`config.mk`:
```
export PLATFORM = sky130hd
export DESIGN_NAME = gpbk_port
export DESIGN_NICKNAME = d
export VERILOG_FILES = /design/src/hdl/gpbk_pkg.sv /design/src/hdl/gpbk_pad_ctrl.sv /design/src/hdl/gpbk_port.sv
export SDC_FILE = /design/constraint.sdc
export NUM_CORES = 1
export LEC_CHECK = 0
export BUFFER_PORTS_ARGS = -buffer_cell sky130_fd_sc_hd__buf_2
export CORE_MARGIN = 2
export CORE_UTILIZATION = 56
export DETAILED_ROUTE_END_ITERATION = 12
export GPL_ROUTABILITY_DRIVEN = 0
export PLACE_DENSITY_LB_ADDON = 0.15
export SYNTH_ARGS = -nofsm -noshare
export SYNTH_HDL_FRONTEND = slang
export SYNTH_HIERARCHICAL = 1
export SYNTH_SLANG_ARGS = --single-unit
```
`constraint.sdc`:
```
create_clock -name CLK_SYS -period 3.8 [get_ports CLK_SYS]
set_input_delay 0.19 -clock CLK_SYS [delete_from_list [all_inputs] [get_ports CLK_SYS]]
set_output_delay 0.19 -clock CLK_SYS [all_outputs]
set_load 0.1 [all_outputs]
```
`src/hdl/gpbk_pkg.sv`:
```
package gpbk_pkg;

  // configuration register indexes
  localparam logic [7:0] IDX_PORT_ENABLE = 8'h30;
  localparam logic [7:0] IDX_BASE_HIGH = 8'h60;
  localparam logic [7:0] IDX_BASE_LOW = 8'h61;
  localparam logic [7:0] IDX_IRQ_SELECT = 8'h70;
  localparam logic [7:0] IDX_DIRECTION = 8'hF0;
  localparam logic [7:0] IDX_OUT_VALUE = 8'hF1;
  localparam logic [7:0] IDX_PIN_LEVEL = 8'hF2;
  localparam logic [7:0] IDX_DRIVE_TYPE = 8'hF3;

  // field positions and widths
  localparam int ENABLE_BIT_POS = 0;
  localparam int IRQ_FIELD_W = 4;
  localparam int BANK_PINS = 6;

  // runtime port offsets from the aligned base
  localparam logic [15:0] INDEX_PORT_OFS = 16'h0005;
  localparam logic [15:0] DATA_PORT_OFS = 16'h0006;

  // reset values
  localparam logic RST_PORT_ENABLE = 1'h0;
  localparam logic [7:0] RST_BASE_HIGH = 8'h00;
  localparam logic [7:0] RST_BASE_LOW = 8'h00;
  localparam logic [3:0] RST_IRQ_FIELD = 4'h0;
  localparam logic [5:0] RST_DIRECTION = 6'h00;
  localparam logic [5:0] RST_OUT_VALUE = 6'h3F;
  localparam logic [5:0] RST_DRIVE_TYPE = 6'h00;
  localparam logic [7:0] RST_RUN_INDEX = 8'h00;

endpackage : gpbk_pkg

```
`src/hdl/gpbk_pad_ctrl.sv`:
```
`timescale 1ns/1ps
module gpbk_pad_ctrl #(
  parameter int PINS = 6
) (
  // clock and reset
  input wire logic clk,
  input wire logic nrst,
  // pin settings
  input wire logic [PINS-1:0] direction,
  input wire logic [PINS-1:0] out_value,
  input wire logic [PINS-1:0] push_pull,
  // pad side
  output logic [PINS-1:0] pad_out,
  output logic [PINS-1:0] pad_oe
);

  logic [PINS-1:0] out_d;
  logic [PINS-1:0] oe_d;
  logic [PINS-1:0] out_q;
  logic [PINS-1:0] oe_q;

  // push-pull drives both levels; open drain only ever pulls low
  assign out_d = push_pull & out_value;
  assign oe_d = direction & (push_pull | ~out_value);

  // pad controls registered so the pins never see decode glitches
  always_ff @(posedge clk) begin
    if (!nrst) begin
      out_q <= '0;
      oe_q <= '0;
    end else begin
      out_q <= out_d;
      oe_q <= oe_d;
    end
  end

  assign pad_out = out_q;
  assign pad_oe = oe_q;

endmodule : gpbk_pad_ctrl

```
`src/hdl/gpbk_port.sv`:
```
`timescale 1ns/1ps
// What this block does
// Bit 0 of the enable register turns the runtime index/data port off (0) or on (1).
// The base-high register holds the upper byte of the 16-bit port base and is read/write.
// The base-low register holds the lower byte of the port base, read/write, reset to zero.
// The index port sits at the base with bits 1:0 cleared plus 5, the data port at plus 6.
// A 4-bit read/write field in bits 3:0 picks the interrupt channel, reset to zero.
// Each of six pins has a direction bit, 0 input and 1 output, resetting to input.
// A pin in output mode drives its output value bit, and each value bit resets to 1.
// A read-only status register returns the present level of each of the six pins.
// A drive-select bit per pin picks open drain (0) or push-pull (1), resetting to open drain.
// Open drain pulls low for value 0 and floats for value 1; reserved bits read as zero.
module gpbk_port #(
  parameter int PINS = gpbk_pkg::BANK_PINS
) (
  // clock and reset
  input wire logic CLK_SYS,
  input wire logic NRST,
  // configuration register access
  input wire logic [7:0] CFG_INDEX,
  input wire logic [7:0] CFG_WDATA,
  input wire logic CFG_WR,
  input wire logic CFG_RD,
  output logic [7:0] CFG_RDATA,
  // host i/o port cycles
  input wire logic [15:0] IO_ADDR,
  input wire logic [7:0] IO_WDATA,
  input wire logic IO_WR,
  input wire logic IO_RD,
  output logic [7:0] IO_RDATA,
  output logic IO_HIT,
  // interrupt routing
  output logic [3:0] IRQ_CHANNEL,
  // bank 0 pins
  input wire logic [PINS-1:0] PIN_IN,
  output logic [PINS-1:0] PIN_OUT,
  output logic [PINS-1:0] PIN_OE
);

  logic port_enable_bit_q;
  logic port_enable_bit_d;
  logic [7:0] base_upper_byte_q;
  logic [7:0] base_upper_byte_d;
  logic [7:0] base_lower_byte_q;
  logic [7:0] base_lower_byte_d;
  logic [3:0] irq_channel_field_q;
  logic [3:0] irq_channel_field_d;
  logic [PINS-1:0] direction_q;
  logic [PINS-1:0] direction_d;
  logic [PINS-1:0] out_value_q;
  logic [PINS-1:0] out_value_d;
  logic [PINS-1:0] push_pull_select_q;
  logic [PINS-1:0] push_pull_select_d;
  logic [7:0] run_index_q;
  logic [7:0] run_index_d;
  logic [7:0] cfg_rdata_q;
  logic [7:0] cfg_rdata_d;
  logic [7:0] io_rdata_q;
  logic [7:0] io_rdata_d;

  // bank registers as seen through either access path; unused bits read zero
  function automatic logic [7:0] bank_read(
    input logic [7:0] idx,
    input logic [PINS-1:0] dir,
    input logic [PINS-1:0] val,
    input logic [PINS-1:0] lvl,
    input logic [PINS-1:0] drv
  );
    logic [7:0] r;
    r = 8'h00;
    case (idx)
      gpbk_pkg::IDX_DIRECTION: r[PINS-1:0] = dir;
      gpbk_pkg::IDX_OUT_VALUE: r[PINS-1:0] = val;
      gpbk_pkg::IDX_PIN_LEVEL: r[PINS-1:0] = lvl;
      gpbk_pkg::IDX_DRIVE_TYPE: r[PINS-1:0] = drv;
      default: r = 8'h00;
    endcase
    return r;
  endfunction : bank_read

  // runtime port decode on the base with its two low bits dropped
  logic [15:0] base_aligned;
  logic [15:0] index_port_addr;
  logic [15:0] data_port_addr;
  logic hit_index;
  logic hit_data;
  assign base_aligned = {base_upper_byte_q, base_lower_byte_q[7:2], 2'h0};
  assign index_port_addr = base_aligned + gpbk_pkg::INDEX_PORT_OFS;
  assign data_port_addr = base_aligned + gpbk_pkg::DATA_PORT_OFS;
  // a disabled port answers nothing, so the host bus sees no claim
  assign hit_index = port_enable_bit_q && (IO_ADDR == index_port_addr);
  assign hit_data = port_enable_bit_q && (IO_ADDR == data_port_addr);
  assign IO_HIT = (hit_index || hit_data) && (IO_WR || IO_RD);

  // configuration write decode
  logic cfg_wr_enable;
  logic cfg_wr_base_high;
  logic cfg_wr_base_low;
  logic cfg_wr_irq;
  assign cfg_wr_enable = CFG_WR && (CFG_INDEX == gpbk_pkg::IDX_PORT_ENABLE);
  assign cfg_wr_base_high = CFG_WR && (CFG_INDEX == gpbk_pkg::IDX_BASE_HIGH);
  assign cfg_wr_base_low = CFG_WR && (CFG_INDEX == gpbk_pkg::IDX_BASE_LOW);
  assign cfg_wr_irq = CFG_WR && (CFG_INDEX == gpbk_pkg::IDX_IRQ_SELECT);

  // bank writes come from either path; configuration wins a same-cycle clash
  logic run_data_wr;
  logic bank_wr;
  logic [7:0] bank_idx;
  logic [7:0] bank_wdata;
  assign run_data_wr = hit_data && IO_WR;
  assign bank_wr = CFG_WR || run_data_wr;
  assign bank_idx = CFG_WR ? CFG_INDEX : run_index_q;
  assign bank_wdata = CFG_WR ? CFG_WDATA : IO_WDATA;

  // next values of the configuration registers
  assign port_enable_bit_d = cfg_wr_enable ? CFG_WDATA[gpbk_pkg::ENABLE_BIT_POS]
                                           : port_enable_bit_q;
  assign base_upper_byte_d = cfg_wr_base_high ? CFG_WDATA : base_upper_byte_q;
  assign base_lower_byte_d = cfg_wr_base_low ? CFG_WDATA : base_lower_byte_q;
  assign irq_channel_field_d = cfg_wr_irq ? CFG_WDATA[3:0] : irq_channel_field_q;

  // next values of the pin bank; the level register has no write path
  assign direction_d = (bank_wr && bank_idx == gpbk_pkg::IDX_DIRECTION)
                       ? bank_wdata[PINS-1:0] : direction_q;
  assign out_value_d = (bank_wr && bank_idx == gpbk_pkg::IDX_OUT_VALUE)
                       ? bank_wdata[PINS-1:0] : out_value_q;
  assign push_pull_select_d = (bank_wr && bank_idx == gpbk_pkg::IDX_DRIVE_TYPE)
                              ? bank_wdata[PINS-1:0] : push_pull_select_q;
  assign run_index_d = (hit_index && IO_WR) ? IO_WDATA : run_index_q;

  // configuration read mux; reserved upper bits stay zero
  logic [7:0] cfg_mux;
  assign cfg_mux =
    (CFG_INDEX == gpbk_pkg::IDX_PORT_ENABLE) ? {7'h00, port_enable_bit_q} :
    (CFG_INDEX == gpbk_pkg::IDX_BASE_HIGH) ? base_upper_byte_q :
    (CFG_INDEX == gpbk_pkg::IDX_BASE_LOW) ? base_lower_byte_q :
    (CFG_INDEX == gpbk_pkg::IDX_IRQ_SELECT) ? {4'h0, irq_channel_field_q} :
    bank_read(CFG_INDEX, direction_q, out_value_q, PIN_IN, push_pull_select_q);
  assign cfg_rdata_d = CFG_RD ? cfg_mux : cfg_rdata_q;

  // runtime read: index port echoes the index, data port reads the bank
  logic [7:0] io_mux;
  assign io_mux = hit_index ? run_index_q
                : bank_read(run_index_q, direction_q, out_value_q, PIN_IN,
                            push_pull_select_q);
  assign io_rdata_d = (IO_RD && (hit_index || hit_data)) ? io_mux : io_rdata_q;

  // configuration registers
  always_ff @(posedge CLK_SYS) begin
    if (!NRST) begin
      port_enable_bit_q <= gpbk_pkg::RST_PORT_ENABLE;
      base_upper_byte_q <= gpbk_pkg::RST_BASE_HIGH;
      base_lower_byte_q <= gpbk_pkg::RST_BASE_LOW;
      irq_channel_field_q <= gpbk_pkg::RST_IRQ_FIELD;
    end else begin
      port_enable_bit_q <= port_enable_bit_d;
      base_upper_byte_q <= base_upper_byte_d;
      base_lower_byte_q <= base_lower_byte_d;
      irq_channel_field_q <= irq_channel_field_d;
    end
  end

  // pin bank and runtime index
  always_ff @(posedge CLK_SYS) begin
    if (!NRST) begin
      direction_q <= gpbk_pkg::RST_DIRECTION[PINS-1:0];
      out_value_q <= gpbk_pkg::RST_OUT_VALUE[PINS-1:0];
      push_pull_select_q <= gpbk_pkg::RST_DRIVE_TYPE[PINS-1:0];
      run_index_q <= gpbk_pkg::RST_RUN_INDEX;
    end else begin
      direction_q <= direction_d;
      out_value_q <= out_value_d;
      push_pull_select_q <= push_pull_select_d;
      run_index_q <= run_index_d;
    end
  end

  // read data held until the next read
  always_ff @(posedge CLK_SYS) begin
    if (!NRST) begin
      cfg_rdata_q <= 8'h00;
      io_rdata_q <= 8'h00;
    end else begin
      cfg_rdata_q <= cfg_rdata_d;
      io_rdata_q <= io_rdata_d;
    end
  end

  assign CFG_RDATA = cfg_rdata_q;
  assign IO_RDATA = io_rdata_q;
  assign IRQ_CHANNEL = irq_channel_field_q;

  // pad drive, one flop stage behind the settings
  gpbk_pad_ctrl #(
    .PINS(PINS)
  ) u_pads (
    .clk(CLK_SYS),
    .nrst(NRST),
    .direction(direction_q),
    .out_value(out_value_q),
    .push_pull(push_pull_select_q),
    .pad_out(PIN_OUT),
    .pad_oe(PIN_OE)
  );

endmodule : gpbk_port

```
==> flow_summary.ini <==
[routing]
drtAntennaViolNets = 0
firstDrtPassIters = 5
drt_wl_total_um = 14100
drc = 0
avgViaCountPerCell = 6.50
vias = 4828
routedWlPerCell_um = 18.9
drt_iter0_drc = 460

[finish]
nFillCells = 667
drive_gt1_share_pct = 20.9
num_antenna_cells = 0
layout.cells.most_common = buf_2
area_growth_syn_to_layout_pct = 14.8
final_cell_mix = 83 x buf_2, 75 x dfxtp_1, 68 x nand2_1
layout.nets = 689

[critical_path]
required_ps = 3610
cp-end-kind = output pin
crit_fanout = 37
r2r-end = push_pull_select_q[0]$_SDFFE_PN0P_
cp-start-kind = register
critical_path_class = register to output pin
worstRegToRegCells = 8
rr_startpoint = base_lower_byte_q[2]$_SDFFE_PN0P_
arrival_ps = 3410
ff2ff_setup_slack_ps = 500

[cts]
cts_tree = yes
cts_max_level = 3
cts_buffers = 9
clockRootBuffer = clkbuf_8
clockBufferDepth = 2
clk_pin_slew_ps = 80
cts_hold_repair.buffers = 0
cts.sinks = 75
clk-insertion-delay-late_ps = 360

[sta]
slew_headroom_pct = 26.2
max_freq_mhz = 277
rsz0062_at_grt = false
worstMarginPinSlew_ps = 1100
fin_crit_sh_pct = 94.8
finalHoldViolations = 0
fin_skew_ps = 11.7
min_period_ps = 3600
setup_viol = 0
hold_slack_ps = 98.6
fin_tns_setup_ps = 0
maxSlewViolCount = 0

[place]
port-buffer-count = 84
hpwl_um = 9850

[grt]
grt.overflow.total = 0
grt_pass1_wl_um = 22500
grt_max_degree = 49
antenna_found_initial = 0
grt_usage_pct = 32.4
grt_pass1_vias = 4403

[logic_synthesis]
synth.distinct_cells = 57
syn-cell-area_mm2 = 0.00458
synth.yosys.seq_area_share_pct = 32.8
synthArstFlopShare_pct = 0
synth_edf_count = 0
netlist_instances = 583
ys.flop_type = dfxtp_1
synth_warnings = 6
synth_fp_nets = 636
ys_ff_latch = 75
syn_area_per_cell_um2 = 7.86

[power_and_ir_drop]
power_density_mw_per_mm2 = 347
leakage_nw = 2.01
clkPwrFrac_pct = 46.1
power.share.combinational_pct = 10.4
internal-power_mw = 1.39
ir_drop_mv = 0.172
power.switching_mw = 0.439
p_sw_share_pct = 24.1
seqPwrFrac_pct = 43.5

[floorplan]
die_h_um = 94.4
pin_count = 85
placementRows = 32
die_area_mm2 = 0.00892
core_area_mm2 = 0.00781
floorplan.initialDensity_pct = 58.7
die_width_um = 94.4

[status]
status = finished clean

[run]
maxCapViolations = 0

[worst_hold_path]
min_from = CFG_WDATA[7]
hold_depth = 3
hold_class = input pin to register
worstHoldEndpoint = base_lower_byte_q[7]$_SDFFE_PN0P_
-- power by group through the flow --
stage	registers (mW)	logic, mW	clock network, mW
after floorplan	0.833	0.0942	0
after global placement	0.813	0.180	0
after detailed placement	0.813	0.183	0
after CTS	0.795	0.184	0.839
after global routing	0.796	0.201	0.876
final	0.795	0.189	0.841
-- how the worst max path moves through the flow --
stage	cells after the start	slack, ps	end	from
CTS	8	50	IO_HIT	base_lower_byte_q[2]$_SDFFE_PN0P_
finish	8	200	IO_HIT	base_lower_byte_q[2]$_SDFFE_PN0P_
floorplan	11	320	IO_HIT	base_lower_byte_q[2]$_SDFFE_PN0P_
global placement	8	560	IO_HIT	base_lower_byte_q[2]$_SDFFE_PN0P_
global route	8	70	IO_HIT	base_lower_byte_q[2]$_SDFFE_PN0P_
detailed placement	8	430	IO_HIT	base_lower_byte_q[2]$_SDFFE_PN0P_
-- cell type report --
class | instances | area, um2 | share of cell area (%)
well taps | 102 | 128 | 2.43
flip-flops and latches | 75 | 1500 | 28.6
multi-input cells | 441 | 2830 | 53.7
clock inverters | 4 | 120 | 2.28
repair buffers | 87 | 445 | 8.47
clock buffers | 12 | 155 | 2.95
inverters | 22 | 82.6 | 1.57
-- Yosys cell counts, drive strengths merged (2+ instances only) --
master   instances  share of area, %
a31oi            8               1.1
nor4bb           3              0.66
a22o             2              0.38
nand4           12               1.8
nor2            24               2.0
inv             22               1.8
o211ai          21               3.6
clkbuf          34               2.8
dfxtp           75                33
nand3           50               5.5
a22oi            5              0.82
nand2           68               5.6
a21o             2              0.33
mux2             8               2.0
o21ai           32               3.5
and4             3              0.57
a21oi           59               7.0
nor3            10               1.1
mux2i            9               2.0
o31ai            7               1.1
buf             11               1.4
xnor2            8               1.5
and3            12               1.7
nor4             6               1.1
a221o            6               1.3
a221oi           4              0.76
o2bb2ai          2              0.38
nor3b            3              0.49
o211a            8               1.7
or4              8               1.4
nor2b           20               2.7
a211oi           4              0.66
and2             5              0.68
or2              2              0.27
mux4             6               3.0
nand2b           7              0.96
xor2             7               1.3
-- per-stage QoR --
step                      cells  worst slack (ps)  utilization, %  power (mW)  cell area, um2
final                       743               196            67.3        1.83            5260
after global routing        743              67.6            67.3        1.87            5260
after CTS                   743              49.4            67.3        1.82            5250
after detailed placement    727               435            63.7       0.996            4980
after global placement      727               557            63.7       0.993            4980
after floorplan             583               318               -       0.927            4590
-- flip-flops by register name, indices dropped and copies added, names as in the netlist --
| name | cells |
|---|---|
| u_pads/pad_out | 6 |
| direction_q | 6 |
| base_upper_byte_q | 8 |
| IO_RDATA | 8 |
| IRQ_CHANNEL | 4 |
| u_pads/pad_oe | 6 |
| push_pull_select_q | 6 |
| base_lower_byte_q | 8 |
| port_enable_bit_q | 1 |
| CFG_RDATA | 8 |
| out_value_q | 6 |
| run_index_q | 8 |
-- critical path, stage by stage (launching register included) --
cell and delay [ps]:
dfxtp_1 470, ha_2 340, nand3_1 160, nor3_1 280, mux2i_1 250, o211ai_1 150
or4_4 790, nor3_4 250, clkbuf_4 350
-- kinds of logic (layout without fill, tap and decap cells) --
family / Yosys count / count (layout) / synth area share [%]
mux: 23 / 23 / 6.88
compound gates: 165 / 165 / 23.7
buf+inv: 67 / 125 / 5.98
flops: 75 / 75 / 32.8
xor+xnor: 16 / 16 / 3.36
fa+ha+maj: 1 / 1 / 0.273
simple gates: 236 / 236 / 27.0
-- metal layers --
layer  global-route usage [%]  wire [um]  share of wire (%)  vias to the layer above
met5                        0          0                  0                        -
met4                     11.7        464                3.3                        0
met3                     5.03       1370                9.7                       42
met2                     50.2       6130                 44                      291
met1                     45.7       6110                 43                     2254
li1                         -          -                  -                     2241
-- what timing repair did --
action / CTS / global route
buffers inserted: 0 / 0
gates resized for setup: 0 / 2
endpoints found under the setup margin: 0 / 1
Power figures use the tool's default switching activity.
